### config.mk
export PLATFORM = sky130hd
export DESIGN_NAME = stt_timer
export DESIGN_NICKNAME = d
export VERILOG_FILES = /design/src/core/stt_timer.v
export VERILOG_INCLUDE_DIRS = /design/src /design/src/include
export SDC_FILE = /design/constraint.sdc
export NUM_CORES = 1
export LEC_CHECK = 0
export BUFFER_PORTS_ARGS = -buffer_cell sky130_fd_sc_hd__buf_2
export CAP_MARGIN = 15
export CORE_ASPECT_RATIO = 1.4
export CORE_MARGIN = 10
export CORE_UTILIZATION = 48
export CTS_CLUSTER_SIZE = 16
export DETAILED_ROUTE_END_ITERATION = 6
export MAX_ROUTING_LAYER = met4
export PLACE_DENSITY = 0.76
export SKIP_LAST_GASP = 1
export SLEW_MARGIN = 20
export SYNTH_ARGS = -nofsm -noshare
export SYNTH_HDL_FRONTEND = slang
export SYNTH_SLANG_ARGS = --single-unit
### constraint.sdc
create_clock -name i_ref_clk -period 2.2 [get_ports i_ref_clk]
set_input_delay 0.22 -clock i_ref_clk [delete_from_list [all_inputs] [get_ports i_ref_clk]]
set_output_delay 0.22 -clock i_ref_clk [all_outputs]
set_load 0.01 [all_outputs]
### src/include/stt_defs.vh
`ifndef STT_DEFS_VH
`define STT_DEFS_VH

// Register word offsets (byte addresses, word aligned)
`define STT_OFF_CTRL    4'h0
`define STT_OFF_RELOAD  4'h4
`define STT_OFF_CURRENT 4'h8
`define STT_OFF_CALIB   4'hc
`define STT_OFF_IRQ_ST  4'h0
`define STT_OFF_IRQ_MSK 4'h4

// Address map: bit 4 selects the interrupt page
`define STT_ADDR_W      5

// Control and status fields
`define STT_CTRL_ENABLE 0
`define STT_CTRL_TICKEN 1
`define STT_CTRL_CLKSRC 2
`define STT_CTRL_ZFLAG  16

// Interrupt status fields
`define STT_IRQ_WRAP    0
`define STT_IRQ_W       1

`define STT_CNT_W       24
`define STT_CNT_ZERO    24'h000000
`define STT_CNT_ONE     24'h000001
`define STT_RST_CTRL    3'h0
`define STT_RST_RELOAD  24'h000000
`define STT_RST_CNT     24'h000000

`endif

### src/core/stt_timer.v
// Notes on behaviour
// - Count lives in bits 23:0; a read returns the count of its wait-state cycle, one cycle before it completes.
// - Any write to the current-count register clears the count to zero.
// - That clearing write also clears the reached-zero flag.
// - No calibration register or calibration function exists.
// - Enabled counter decrements to zero, reloads next edge, then keeps counting.
// - Reaching zero sets flag bit 16; reading control register clears it.
// - A clearing write raises no tick request on its own.
// - While the core is halted in debug, the count holds.
//
// Added by the designer: the Avalon-MM register port and the placing of the registers.
`include "stt_defs.vh"

module stt_timer (
   input  wire        i_ref_clk,
   input  wire        i_nrst,
   input  wire        i_clk_en,
   input  wire        i_dbg_halt,
   input  wire [4:0]  i_avs_address,
   input  wire        i_avs_read,
   input  wire        i_avs_write,
   input  wire [31:0] i_avs_writedata,
   output wire        o_avs_waitrequest,
   output reg  [31:0] o_avs_readdata,
   output wire [23:0] o_count,
   output wire        o_reached_zero_flag,
   output reg         o_tick_pend,
   output wire        o_irq
);

   // Bus handshake: one wait state per request
   localparam [0:0] BUS_IDLE   = 1'b0;
   localparam [0:0] BUS_ANSWER = 1'b1;

   reg  [0:0]  bus_state;
   reg  [0:0]  next_bus_state;
   reg  [23:0] count;
   reg  [23:0] next_count;
   reg  [23:0] reload;
   reg  [23:0] next_reload;
   reg  [2:0]  ctrl;
   reg  [2:0]  next_ctrl;
   reg         irq_mask;
   reg         next_irq_mask;
   reg  [31:0] next_readdata;
   reg         next_tick_pend;
   reg         sel_ctrl;
   reg         sel_reload;
   reg         sel_current;
   reg         sel_istat;
   reg         sel_imask;

   wire        zflag;
   wire        irq_status;
   wire        ack;
   wire        req;
   wire        page_irq;
   wire [3:0]  off;
   wire        do_wr;
   wire        do_rd;
   wire        sample_rd;
   wire        wr_ctrl;
   wire        wr_reload;
   wire        wr_current;
   wire        wr_imask;
   wire        rd_ctrl;
   wire        rd_istat;
   wire        running;
   wire        at_one;
   wire        at_zero;
   wire        hit_zero;
   wire        clr_zflag;

   // Interrupt page is selected by address bit 4
   assign ack       = (bus_state == BUS_ANSWER);
   assign req       = (i_avs_read | i_avs_write) & ~ack;
   assign page_irq  = i_avs_address[4];
   assign off       = i_avs_address[3:0];
   assign do_wr     = i_clk_en & i_avs_write & ack;
   assign do_rd     = i_clk_en & i_avs_read & ack;
   assign sample_rd = i_clk_en & i_avs_read & req;

   // Register select decode
   always @* begin
      sel_ctrl    = 1'b0;
      sel_reload  = 1'b0;
      sel_current = 1'b0;
      sel_istat   = 1'b0;
      sel_imask   = 1'b0;
      if (page_irq) begin
         case (off)
            `STT_OFF_IRQ_ST:  sel_istat = 1'b1;
            `STT_OFF_IRQ_MSK: sel_imask = 1'b1;
            default:          sel_istat = 1'b0;
         endcase
      end else begin
         case (off)
            `STT_OFF_CTRL:    sel_ctrl = 1'b1;
            `STT_OFF_RELOAD:  sel_reload = 1'b1;
            `STT_OFF_CURRENT: sel_current = 1'b1;
            default:          sel_ctrl = 1'b0;
         endcase
      end
   end

   assign wr_ctrl    = do_wr & sel_ctrl;
   assign wr_reload  = do_wr & sel_reload;
   assign wr_current = do_wr & sel_current;
   assign wr_imask   = do_wr & sel_imask;
   assign rd_ctrl    = do_rd & sel_ctrl;
   assign rd_istat   = do_rd & sel_istat;

   assign running    = ctrl[`STT_CTRL_ENABLE] & ~i_dbg_halt;
   assign at_one     = (count == `STT_CNT_ONE);
   assign at_zero    = (count == `STT_CNT_ZERO);
   assign hit_zero   = i_clk_en & running & ~wr_current & at_one;
   assign clr_zflag  = rd_ctrl | wr_current;

   // Output view of internal state
   assign o_avs_waitrequest   = req;
   assign o_count             = count;
   assign o_reached_zero_flag = zflag;
   assign o_irq               = irq_status & irq_mask;

   // Waitrequest high in the first cycle of each request
   always @* begin
      next_bus_state = bus_state;
      case (bus_state)
         BUS_IDLE: begin
            if (i_avs_read | i_avs_write) begin
               next_bus_state = BUS_ANSWER;
            end
         end
         BUS_ANSWER: begin
            next_bus_state = BUS_IDLE;
         end
         default: begin
            next_bus_state = BUS_IDLE;
         end
      endcase
   end

   // Clock enable low freezes every flop
   always @(posedge i_ref_clk or negedge i_nrst) begin
      if (!i_nrst) begin
         bus_state <= BUS_IDLE;
      end else if (i_clk_en) begin
         bus_state <= next_bus_state;
      end
   end

   // Down counter: load on zero, clear on write
   always @* begin
      next_count = count;
      if (wr_current) begin
         next_count = `STT_CNT_ZERO;
      end else if (running) begin
         if (at_zero) begin
            next_count = reload;
         end else begin
            next_count = count - `STT_CNT_ONE;
         end
      end
   end

   always @(posedge i_ref_clk or negedge i_nrst) begin
      if (!i_nrst) begin
         count <= `STT_RST_CNT;
      end else if (i_clk_en) begin
         count <= next_count;
      end
   end

   always @* begin
      next_reload = reload;
      if (wr_reload) begin
         next_reload = i_avs_writedata[23:0];
      end
   end

   always @* begin
      next_ctrl = ctrl;
      if (wr_ctrl) begin
         next_ctrl = i_avs_writedata[2:0];
      end
   end

   always @* begin
      next_irq_mask = irq_mask;
      if (wr_imask) begin
         next_irq_mask = i_avs_writedata[`STT_IRQ_WRAP];
      end
   end

   always @(posedge i_ref_clk or negedge i_nrst) begin
      if (!i_nrst) begin
         reload <= `STT_RST_RELOAD;
      end else if (i_clk_en) begin
         reload <= next_reload;
      end
   end

   always @(posedge i_ref_clk or negedge i_nrst) begin
      if (!i_nrst) begin
         ctrl <= `STT_RST_CTRL;
      end else if (i_clk_en) begin
         ctrl <= next_ctrl;
      end
   end

   always @(posedge i_ref_clk or negedge i_nrst) begin
      if (!i_nrst) begin
         irq_mask <= 1'b0;
      end else if (i_clk_en) begin
         irq_mask <= next_irq_mask;
      end
   end

   always @* begin
      next_readdata = 32'h00000000;
      if (page_irq) begin
         case (off)
            `STT_OFF_IRQ_ST:  next_readdata[`STT_IRQ_WRAP] = irq_status;
            `STT_OFF_IRQ_MSK: next_readdata[`STT_IRQ_WRAP] = irq_mask;
            default:          next_readdata = 32'h00000000;
         endcase
      end else begin
         case (off)
            `STT_OFF_CTRL: begin
               next_readdata[2:0]             = ctrl;
               next_readdata[`STT_CTRL_ZFLAG] = zflag | hit_zero;
            end
            `STT_OFF_RELOAD:  next_readdata[23:0] = reload;
            `STT_OFF_CURRENT: next_readdata[23:0] = count;
            default:          next_readdata = 32'h00000000;
         endcase
      end
   end

   // Read data captured while the request waits
   always @(posedge i_ref_clk or negedge i_nrst) begin
      if (!i_nrst) begin
         o_avs_readdata <= 32'h00000000;
      end else if (sample_rd) begin
         o_avs_readdata <= next_readdata;
      end
   end

   always @* begin
      next_tick_pend = hit_zero & ctrl[`STT_CTRL_TICKEN];
   end

   always @(posedge i_ref_clk or negedge i_nrst) begin
      if (!i_nrst) begin
         o_tick_pend <= 1'b0;
      end else if (i_clk_en) begin
         o_tick_pend <= next_tick_pend;
      end
   end

   // Sticky flags: a set in the same cycle beats a clear
   stt_sticky #(
      .RST_VAL (1'b0)
   ) u_zflag (
      .i_ref_clk (i_ref_clk),
      .i_nrst    (i_nrst),
      .i_set     (hit_zero),
      .i_clr     (clr_zflag),
      .o_flag    (zflag)
   );

   stt_sticky #(
      .RST_VAL (1'b0)
   ) u_irq_status (
      .i_ref_clk (i_ref_clk),
      .i_nrst    (i_nrst),
      .i_set     (hit_zero),
      .i_clr     (rd_istat),
      .o_flag    (irq_status)
   );

endmodule

module stt_sticky #(
   parameter [0:0] RST_VAL = 1'b0
) (
   input  wire i_ref_clk,
   input  wire i_nrst,
   input  wire i_set,
   input  wire i_clr,
   output reg  o_flag
);

   always @(posedge i_ref_clk or negedge i_nrst) begin
      if (!i_nrst) begin
         o_flag <= RST_VAL;
      end else if (i_set) begin
         o_flag <= 1'b1;
      end else if (i_clr) begin
         o_flag <= 1'b0;
      end
   end

endmodule

==> results.sh, run 1 <==
export IMPL_row_count=40
export IMPL_cts_reportedPaths_clkPinSlew_ns=0.06
export IMPL_gp_congestion=0.895
export IMPL_netlist_area_um2=4190
export IMPL_ant_nets=0
export IMPL_die_area_um2=12900
export IMPL_numCtsBuffers=9
export IMPL_ioPinCount=103
export IMPL_max_freq_ghz=0.477
export IMPL_finalSetupTns_ns=0
export IMPL_fin_crit_ns=2.10
export IMPL_required_ns=2.42
export IMPL_yosysUniqueCellTypes=61
export IMPL_die_h_um=131
export IMPL_dpl_hpwl_mm=8.63
export IMPL_peakVddDrop_mv=0.629
export IMPL_slew_headroom_pct=55.8
export IMPL_timing_final_crit_share_pct=95.4
export IMPL_pwr_density_cell_nw_per_um2=894
export IMPL_skew_ns=0.00884
export IMPL_syn_instance_count=404
export IMPL_antenna_cells=0
export IMPL_synthAdderAreaFrac_pct=0.896
export IMPL_synth_edf_count=0
export IMPL_yosys_area_share_xor_xnor_pct=0
export IMPL_antenna_found_initial=0
export IMPL_grt_max_degree=50
export IMPL_coreArea_um2=8560
export IMPL_regArea_um2=2000
export IMPL_finalWirelength_mm=12.0
export IMPL_grt_overflow=0
export IMPL_yosys_most_used_dff="dfrtp_1"
export IMPL_setup_viol=0
export IMPL_avgSynthCellArea_um2=10.4
export IMPL_pre_cts_slack_ns=0.109
export IMPL_cts_root_buffer="clkbuf_16"
export IMPL_crit_arrival_ns=2.32
export IMPL_grt_pass1_wl_mm=19.8
export IMPL_seq_area_frac_synth_pct=47.8
export IMPL_ys_ff_latch=80
export IMPL_htreeDepth=3
export IMPL_synth_area_leaders="dfrtp_1 (48%), mux2_2 (5.6%), o21ai_0 (4.4%), mux2i_1 (3.8%), a22oi_1 (3.8%)"
export IMPL_drv_cap=0
export IMPL_hold_class="primary input to flip-flop"
export IMPL_area_growth_syn_to_layout_pct=24.7
export IMPL_wl_per_cell_um=19.5
export IMPL_drc=0
export IMPL_fin_ws_ns=0.102
export IMPL_clock_sinks=80
export IMPL_slew_viol_final=0
export IMPL_vias_per_cell=5.99
export IMPL_synth_area_mux_share_pct=11.3
export IMPL_yosysWarnings=0
export IMPL_grtUsageTotal_pct=19.3
export IMPL_hold_viol=0
export IMPL_synth_compound_area_share_pct=19.0
export IMPL_worst_pin_slew_ns=0.647
export IMPL_final_nets=554
export IMPL_critical_path_class="flip-flop to flip-flop"
export IMPL_cp_start_kind="flip-flop"
export IMPL_cellLeakagePower_nw=2.58
export IMPL_tritoncts="done"
export IMPL_first_global_vias=3846
export IMPL_first_pass_iters=5
export IMPL_worstPathMaxFanout=6
export IMPL_postCtsSetupRepairBufs=0
export IMPL_die_w_um=99.0
export IMPL_fillers=724
export IMPL_setup_worst_path_end_class="flip-flop"
export IMPL_rsz0062_at_grt="true"
export IMPL_outcome="completed"
export IMPL_drt_initial_drc_count=361
export IMPL_ys_async_sr_fraction_pct=100
export IMPL_synthSimpleGateAreaFrac_pct=15.4
export IMPL_drive_gt1_share_pct=34.1
export IMPL_port_buffers=86
export IMPL_synth_top_family_by_area="compound AO/OA/AOI/OAI gates"
export IMPL_start_util_pct=49.0
export IMPL_synth_top_area_share_pct=47.8
export IMPL_cts_path_max_buffers=2
export IMPL_num_vias=3701
export IMPL_yosys_area_top_type="dfrtp_1"
export IMPL_multiInputGateArea_um2=2020
export IMPL_clkLatencyLatePin_ns=0.34
-- kinds of logic after synthesis --
| kind of cell | count (synthesis) |
|---|---|
| AO/OA/AOI/OAI | 120 |
| adder cells (fa/ha/maj) | 3 |
| buffers and inverters | 45 |
| flip-flops | 80 |
| multiplexers | 44 |
| other | 1 |
| AND/OR/NAND/NOR | 111 |
-- path summary, 6_finish.rpt --
check | from | to | slack [ns] | cells past startpoint
worst min-delay path | i_avs_writedata[17] | reload[17] | 0.10 | 2
worst min register to register | o_avs_readdata[11] | o_avs_readdata[11] | 0.47 | 2
max in group asynchronous | i_nrst | o_count[12] | 1.12 | 3
min in group asynchronous | i_nrst | o_avs_readdata[6] | 0.45 | 2
worst max-delay path | o_count[0] | o_count[12] | 0.10 | 8
worst max register to register | o_count[0] | o_count[12] | 0.10 | 8
-- synthesized netlist by cell type, drive strengths merged, types with 2 or more instances --
cell type / instances
clkbuf: 16
nand2b: 3
nor2b: 2
dfrtp: 80
nand4: 2
and4: 2
a22oi: 21
mux2: 28
a222oi: 3
and2: 3
mux2i: 16
a32oi: 3
nor4b: 3
nand4b: 2
a21oi: 11
nor3: 12
nand2: 33
o41ai: 2
o2bb2ai: 12
o22ai: 7
inv: 10
a31oi: 3
nand3: 5
buf: 19
nor4: 13
ha: 3
o21ai: 45
or3: 5
nor2: 12
nand3b: 3
and3: 5
-- per-stage QoR --
stage / cell area [um2] / hold WS, ns / instances / power (mW) / util [%]
global placement: 4870 / 0.275 / 601 / 3.03 / 56.9
CTS: 5200 / 0.0969 / 618 / 4.67 / 60.8
finish: 5230 / 0.100 / 618 / 4.67 / 61.1
floorplan: 4220 / -0.0756 / 411 / 2.54 / -
detailed placement: 4870 / 0.288 / 601 / 3.06 / 56.9
global route: 5230 / 0.102 / 618 / 4.92 / 61.1
-- placed cells by master (no fill, tap or decap), types with 3 or more instances in the layout --
| master | count |
|---|---|
| buf_2 | 85 |
| dfrtp_1 | 79 |
| o21ai_0 | 37 |
| buf_4 | 34 |
| nand2_1 | 33 |
| a22oi_1 | 21 |
| mux2_2 | 21 |
| mux2i_1 | 16 |
| nor2_1 | 12 |
| o2bb2ai_1 | 12 |
| nor3_1 | 11 |
| inv_1 | 10 |
| nor4_1 | 10 |
| a21oi_1 | 10 |
| clkbuf_16 | 9 |
| o21ai_1 | 8 |
| conb_1 | 8 |
| mux2_1 | 7 |
| o22ai_1 | 7 |
| nand3_1 | 5 |
| or3_1 | 4 |
| and3_1 | 4 |
| and2_1 | 3 |
| nand3b_1 | 3 |
| nand2b_1 | 3 |
| nor4_2 | 3 |
| a222oi_1 | 3 |
| a32oi_1 | 3 |
| a31oi_1 | 3 |
| ha_1 | 3 |
| clkinv_2 | 3 |
-- critical path, cell delays in order, from the launching register on --
cell	delay (ns)
dfrtp_1	0.47
inv_1	0.16
ha_1	0.18
nor4b_2	0.19
buf_4	0.16
nand2_1	0.09
o41ai_1	0.34
a21oi_1	0.13
a221o_1	0.26
-- registers in the layout (all words and copies together), names as in the netlist --
signal,count
o_avs_readdata,24
reload,24
u_irq_status.o_flag,1
o_count,24
ack,1
u_zflag.o_flag,1
o_tick_pend,1
ctrl,3
irq_mask,1
-- layout make-up --
cell class              instances  area share, %
clock inverters                 6           1.58
flip-flops and latches         80           38.3
clock buffers                  10           4.57
inverters                      10          0.718
well taps                     105           2.51
repair buffers                121           13.6
multi-input cells             286           38.7
-- where the power goes --
group          leakage [nW]  switching [mW]  internal (mW)
sequential             1.08           0.174           1.62
combinational          1.33           0.716          0.562
clock                 0.158           0.581           1.02
total                  2.58            1.47           3.20
-- routing by layer --
| metal | wire length [um] | vias up | part of all wire [%] | GRT usage (%) |
|---|---|---|---|---|
| met4 | 176 | 0 | 1.5 | 6.42 |
| met1 | 4770 | 1816 | 40 | 21.4 |
| met2 | 6410 | 154 | 53 | 33.9 |
| li1 | - | 1711 | - | - |
| met5 | 0 | - | 0 | - |
| met3 | 684 | 20 | 5.7 | 4.15 |
-- timing repair --
action                                  CTS  global route
hold buffers                              1             0
endpoints found under the setup margin    0             8
hold endpoints to repair                 48             0
resized for setup                         0             6
No activity file was read; power rests on OpenSTA's default activity.
==> run 2: changes to the inputs <==
PLACE_DENSITY = 0.87   (was 0.76)
==> run 2 against run 1 <==
Effect of this change:
- clock-buffer cell count decreased by 1
- core utilization increased by 0.45 points
- final cell count increased by 0.32%
- sequential share of layout area decreased by 0.31 points
- fmax increased by 0.97%
- hold slack got worse by 0.018 ns
- non-clock buffer count increased by 2
- critical path type unchanged
- critical endpoint is now o_count[21]
==> results.sh, run 2 (synthesis results as in run 1) <==
export IMPL_row_count=40
export IMPL_critPathSlowestCell="dfrtp_1"
export IMPL_fillers=676
export IMPL_wl_per_cell_um=20.3
export IMPL_drive_gt1_share_pct=35.0
export IMPL_r2r_start="o_count[8]"
export IMPL_slew_viol_final=0
export IMPL_finalWirelength_mm=12.6
export IMPL_setup_worst_path_start="o_count[8]"
export IMPL_cp_slowest_stage_delay_ns=0.44
export IMPL_drt_initial_drc_count=220
export IMPL_pwr_share_clk_pct=34.4
export IMPL_clock_sinks=80
export IMPL_coreArea_um2=8560
export IMPL_area_growth_syn_to_layout_pct=25.6
export IMPL_htreeDepth=3
export IMPL_regArea_um2=2000
export IMPL_ioPinCount=103
export IMPL_worst_pin_slew_ns=0.748
export IMPL_first_pass_iters=5
export IMPL_pwr_density_cell_nw_per_um2=909
export IMPL_max_freq_ghz=0.481
export IMPL_tritoncts="done"
export IMPL_final_nets=556
export IMPL_vias_per_cell=6.14
export IMPL_hold_class="primary input to flip-flop"
export IMPL_peakVddDrop_mv=0.589
export IMPL_cts_path_max_buffers=2
export IMPL_required_ns=2.46
export IMPL_setup_viol=0
export IMPL_die_area_um2=12900
export IMPL_intPower_mw=3.21
export IMPL_setup_worst_path_end_class="flip-flop"
export IMPL_drv_cap=0
export IMPL_grt_max_degree=47
export IMPL_final_common_cell="buf_2"
export IMPL_ant_nets=0
export IMPL_critical_path_class="flip-flop to flip-flop"
export IMPL_port_buffers=86
export IMPL_dpl_hpwl_mm=8.92
export IMPL_cp_start_kind="flip-flop"
export IMPL_final_cell_mix="buf_2 (85), dfrtp_1 (80), o21ai_0 (37), buf_4 (36), nand2_1 (33)"
export IMPL_rsz0062_at_grt="false"
export IMPL_crit_arrival_ns=2.34
export IMPL_num_vias=3808
export IMPL_hold_path_startpoint="i_avs_writedata[3]"
export IMPL_seqPwrFrac_pct=37.6
export IMPL_cellLeakagePower_nw=2.59
export IMPL_grt_pass1_wl_mm=20.2
export IMPL_p_comb_share_pct=28.0
export IMPL_grtUsageTotal_pct=19.8
export IMPL_hold_viol=0
export IMPL_antenna_cells=0
export IMPL_clkLatencyLatePin_ns=0.35
export IMPL_die_h_um=131
export IMPL_drc=0
export IMPL_worstPathMaxFanout=6
export IMPL_start_util_pct=49.0
export IMPL_postCtsSetupRepairBufs=0
export IMPL_cts_root_buffer="clkbuf_16"
export IMPL_pre_cts_slack_ns=0.0821
export IMPL_fin_crit_ns=2.08
export IMPL_slew_headroom_pct=50.1
export IMPL_antenna_found_initial=0
export IMPL_swShare_pct=33.0
export IMPL_numCtsBuffers=9
export IMPL_grt_overflow=0
export IMPL_timing_final_crit_share_pct=94.5
export IMPL_multiInputGateArea_um2=2040
export IMPL_skew_ns=0.0103
export IMPL_path_common_cell="or3_1"
export IMPL_power_switching_mw=1.58
export IMPL_die_w_um=99.0
export IMPL_finalSetupTns_ns=0
export IMPL_path_cells="nor4_2, buf_4, nand4b_4, or3_1, or3_1, o211ai_1"
export IMPL_cts_reportedPaths_clkPinSlew_ns=0.07
export IMPL_gp_congestion=0.922
export IMPL_outcome="completed"
export IMPL_fin_ws_ns=0.122
export IMPL_first_global_vias=3985
## run 2: what timing repair did
| action | 4_1_cts | 5_1_grt |
|---|---|---|
| setup endpoints to repair | 0 | 9 |
| hold buffers | 1 | 0 |
| endpoints found under the hold margin | 45 | 0 |
| gates resized for setup | 0 | 10 |
## run 2: stage by stage
step	area, um2	power, mW	util (%)	hold WS [ns]	cells
after global routing	5260	5.00	61.5	0.100	620
final	5260	4.79	61.5	0.0822	620
after CTS	5230	4.75	61.1	0.0838	620
after global placement	4890	3.04	57.1	0.260	603
after floorplan	4220	2.54	-	-0.0756	411
after detailed placement	4890	3.09	57.1	0.265	603
## run 2: path summary, 6_finish.rpt
kind	endpoint	slack, ns	depth (start not counted)
max in group asynchronous	ack	1.17	3
max reg2reg	o_count[21]	0.12	6
min reg2reg	o_avs_readdata[13]	0.47	2
min in group asynchronous	reload[5]	0.43	2
min	reload[3]	0.08	2
max	o_count[21]	0.12	6
## run 2: final cells by class
type | instances | share of cell area [%]
inverter | 10 | 0.713
clock buffer | 9 | 4.28
sequential | 80 | 38.0
tap | 105 | 2.50
timing repair buffer | 123 | 13.8
clock inverter | 7 | 1.95
multi-input combinational | 286 | 38.7
## run 2: layer usage
layer / vias to the layer above / track usage [%] / part of all wire (%)
met3: 37 / 3.47 / 5.6
met1: 1883 / 21.7 / 40
met2: 173 / 33.1 / 51
met5: - / - / 0
li1: 1715 / - / -
met4: 0 / 11.8 / 3.4
## run 2: worst max-delay path, delay by kind of cell, from the launching register on
family / cells / cell delay (ns)
AND/OR/NAND/NOR: 4 / 1.25
flip-flops: 1 / 0.44
buffers and inverters: 1 / 0.19
AO/OA/AOI/OAI: 1 / 0.10
## run 2: power groups by stage
stage | clock network, mW | logic [mW] | registers (mW)
after floorplan | 0 | 0.729 | 1.81
after global placement | 0 | 1.24 | 1.80
after detailed placement | 0 | 1.28 | 1.81
after CTS | 1.66 | 1.30 | 1.79
after global routing | 1.72 | 1.45 | 1.82
final | 1.64 | 1.34 | 1.80
==> run 3: changes to the inputs <==
SKIP_CTS_REPAIR_TIMING = 1   (was unset)
SYNTH_HIERARCHICAL = 1   (was unset)
==> run 3 against run 2 <==
Effect of this change:
- the flow now finishes with violations (setup timing)
- global-route usage increased by 0.34 points
- total power increased by 28%
- sequential share of layout area decreased by 1.5 points
- final cell count grew 3.2%
- hold slack improved by 0.00078 ns
- largest cell class unchanged
- highest routed layer unchanged
==> results.sh, run 3 <==
export IMPL_grt_pass1_wl_mm=20.4
export IMPL_port_buffers=86
export IMPL_finalSetupTns_ns=-0.0954
export IMPL_cellLeakagePower_nw=2.74
export IMPL_multiInputGateArea_um2=2120
export IMPL_setup_worst_path_end_class="flip-flop"
export IMPL_pwr_share_clk_pct=25.1
export IMPL_ys_ff_latch=80
export IMPL_clkLatencyLatePin_ns=0.34
export IMPL_yosysUniqueCellTypes=61
export IMPL_ioPinCount=103
export IMPL_first_global_vias=4051
export IMPL_yosys_most_used_dff="dfrtp_1"
export IMPL_crit_arrival_ns=2.54
export IMPL_cts_root_buffer="clkbuf_16"
export IMPL_synth_edf_count=0
export IMPL_fin_crit_ns=2.30
export IMPL_antenna_found_initial=0
export IMPL_gp_congestion=0.940
export IMPL_ff2ff_path_depth=8
export IMPL_synth_compound_area_share_pct=19.2
export IMPL_clock_sinks=80
export IMPL_fillers=650
export IMPL_synth_area_mux_share_pct=10.9
export IMPL_worst_pin_slew_ns=0.758
export IMPL_hold_class="primary input to flip-flop"
export IMPL_synth_top_family_by_area="compound AO/OA/AOI/OAI gates"
export IMPL_wl_per_cell_um=20.2
export IMPL_synthMostInstantiatedCell="dfrtp_1"
export IMPL_power_switching_mw=2.22
export IMPL_required_ns=2.44
export IMPL_coreArea_um2=8510
export IMPL_regArea_um2=2010
export IMPL_rsz0062_at_grt="true"
export IMPL_yosys_top_cells_count="dfrtp_1 (80), nand2_1 (41), o21ai_0 (31), a22oi_1 (21), mux2_2 (18)"
export IMPL_synth_area_leaders="dfrtp_1 (48%), mux2_2 (4.9%), a22oi_1 (3.8%), o21ai_0 (3.7%), nand2_1 (3.7%)"
export IMPL_area_growth_syn_to_layout_pct=31.8
export IMPL_slew_viol_final=0
export IMPL_final_cell_mix="buf_2 (85), dfrtp_1 (77), buf_4 (52), nand2_1 (40), o21ai_0 (30)"
export IMPL_cp_start_kind="flip-flop"
export IMPL_start_util_pct=48.9
export IMPL_cts_path_max_buffers=2
export IMPL_yosys_area_top_type="dfrtp_1"
export IMPL_intPower_mw=3.89
export IMPL_ant_nets=0
export IMPL_rrSetupSlack_ns=-0.1
export IMPL_numCtsBuffers=9
export IMPL_final_nets=576
export IMPL_seqPwrFrac_pct=30.0
export IMPL_synth_top_area_share_pct=48.1
export IMPL_skew_ns=0.00842
export IMPL_slew_headroom_pct=49.4
export IMPL_htreeDepth=3
export IMPL_pwr_density_cell_nw_per_um2=1110
export IMPL_swShare_pct=36.3
export IMPL_drt_initial_drc_count=361
export IMPL_outcome="complete, but fails checks"
export IMPL_drive_gt1_share_pct=38.9
export IMPL_num_vias=3876
export IMPL_final_util_pct=64.5
export IMPL_grt_max_degree=46
export IMPL_dpl_hpwl_mm=9.24
export IMPL_synthSimpleGateAreaFrac_pct=15.5
export IMPL_p_total_mw=6.11
export IMPL_worstPathMaxFanout=4
export IMPL_hold_viol=0
export IMPL_die_h_um=130
export IMPL_antenna_cells=0
export IMPL_fin_ws_ns=-0.0954
export IMPL_violations="setup timing"
export IMPL_peakVddDrop_mv=0.690
export IMPL_p_comb_share_pct=44.9
export IMPL_vias_per_cell=6.06
export IMPL_timing_final_crit_share_pct=104
export IMPL_critical_path_class="flip-flop to flip-flop"
export IMPL_grt_overflow=0
export IMPL_die_area_um2=12800
export IMPL_avgSynthCellArea_um2=10.3
export IMPL_cts_reportedPaths_clkPinSlew_ns=0.06
export IMPL_grtUsageTotal_pct=20.1
export IMPL_netlist_area_um2=4160
export IMPL_first_pass_iters=5
export IMPL_setup_viol=1
export IMPL_drv_cap=0
export IMPL_die_w_um=98.7
export IMPL_synthAdderAreaFrac_pct=0.902
export IMPL_syn_instance_count=406
export IMPL_yosysWarnings=6
export IMPL_seq_area_frac_synth_pct=48.1
export IMPL_max_freq_ghz=0.436
export IMPL_final_common_cell="buf_2"
export IMPL_tritoncts="done"
export IMPL_finalWirelength_mm=13.0
export IMPL_drc=0
export IMPL_yosys_area_share_xor_xnor_pct=0
export IMPL_holdPathStages=3
export IMPL_ys_async_sr_fraction_pct=100
export IMPL_row_count=40
[run 3: cell types whose count changed after synthesis, sizes merged, moves of 5 or more]
| cell | previous run | this run |
|---|---|---|
| a21o | 0 | 5 |
| nand2 | 33 | 41 |
| nor2 | 12 | 17 |
| o2bb2ai | 12 | 6 |
| or4 | 1 | 10 |
[run 3: layout make-up]
type	count	area share, %
timing repair buffer	143	16.2
tap	105	2.40
sequential	80	36.6
clock buffer	13	4.93
multi-input combinational	289	38.6
inverter	7	0.570
clock inverter	3	0.730
[run 3: logic make-up after synthesis]
group	after synthesis
mux	42
simple gates	117
fa+ha+maj	3
compound gates	119
flops	80
other cells	1
buf+inv	44
[run 3: stage by stage]
step | instance area [um2] | hold WS, ns | cells | setup slack, ns
6_report | 5490 | 0.0830 | 640 | -0.0954
5_1_grt | 5490 | 0.101 | 640 | -0.116
4_1_cts | 5340 | -0.149 | 635 | -0.187
3_5_place_dp | 5030 | 0.204 | 619 | -0.146
3_3_place_gp | 5030 | 0.193 | 619 | -0.0356
2_1_floorplan | 4280 | -0.0756 | 413 | -0.174
[run 3: final timing paths]
| check | startpoint | end |
|---|---|---|
| setup / recovery | o_count[0] | o_count[14] |
| hold / removal | i_avs_writedata[11] | reload[11] |
| setup reg to reg | o_count[0] | o_count[14] |
| hold reg to reg | o_avs_readdata[1] | o_avs_readdata[1] |
| max in group asynchronous | i_nrst | o_count[1] |
| min in group asynchronous | i_nrst | o_avs_readdata[13] |
[run 3: layer usage]
layer | global-route usage [%] | routed length [um] | vias up
met2 | 35.2 | 6850 | 202
met4 | 10.6 | 428 | 0
li1 | - | - | 1752
met5 | - | 0 | -
met3 | 3.65 | 862 | 35
met1 | 21.3 | 4820 | 1887
[run 3: power groups by stage]
stage	combinational (mW)	clock, mW	sequential [mW]
floorplan	1.49	0	1.89
global placement	2.30	0	1.83
detailed placement	2.36	0	1.84
CTS	2.39	1.55	1.81
global route	2.92	1.60	1.86
finish	2.75	1.53	1.84
[run 3: worst max-delay path, stage by stage, from the launching register on]
cell and delay [ns]:
dfrtp_2 0.43, inv_4 0.08, ha_4 0.13, or3b_4 0.38, or4_4 0.54, buf_6 0.16
nor4_4 0.12, mux2i_1 0.13, o2bb2ai_1 0.22
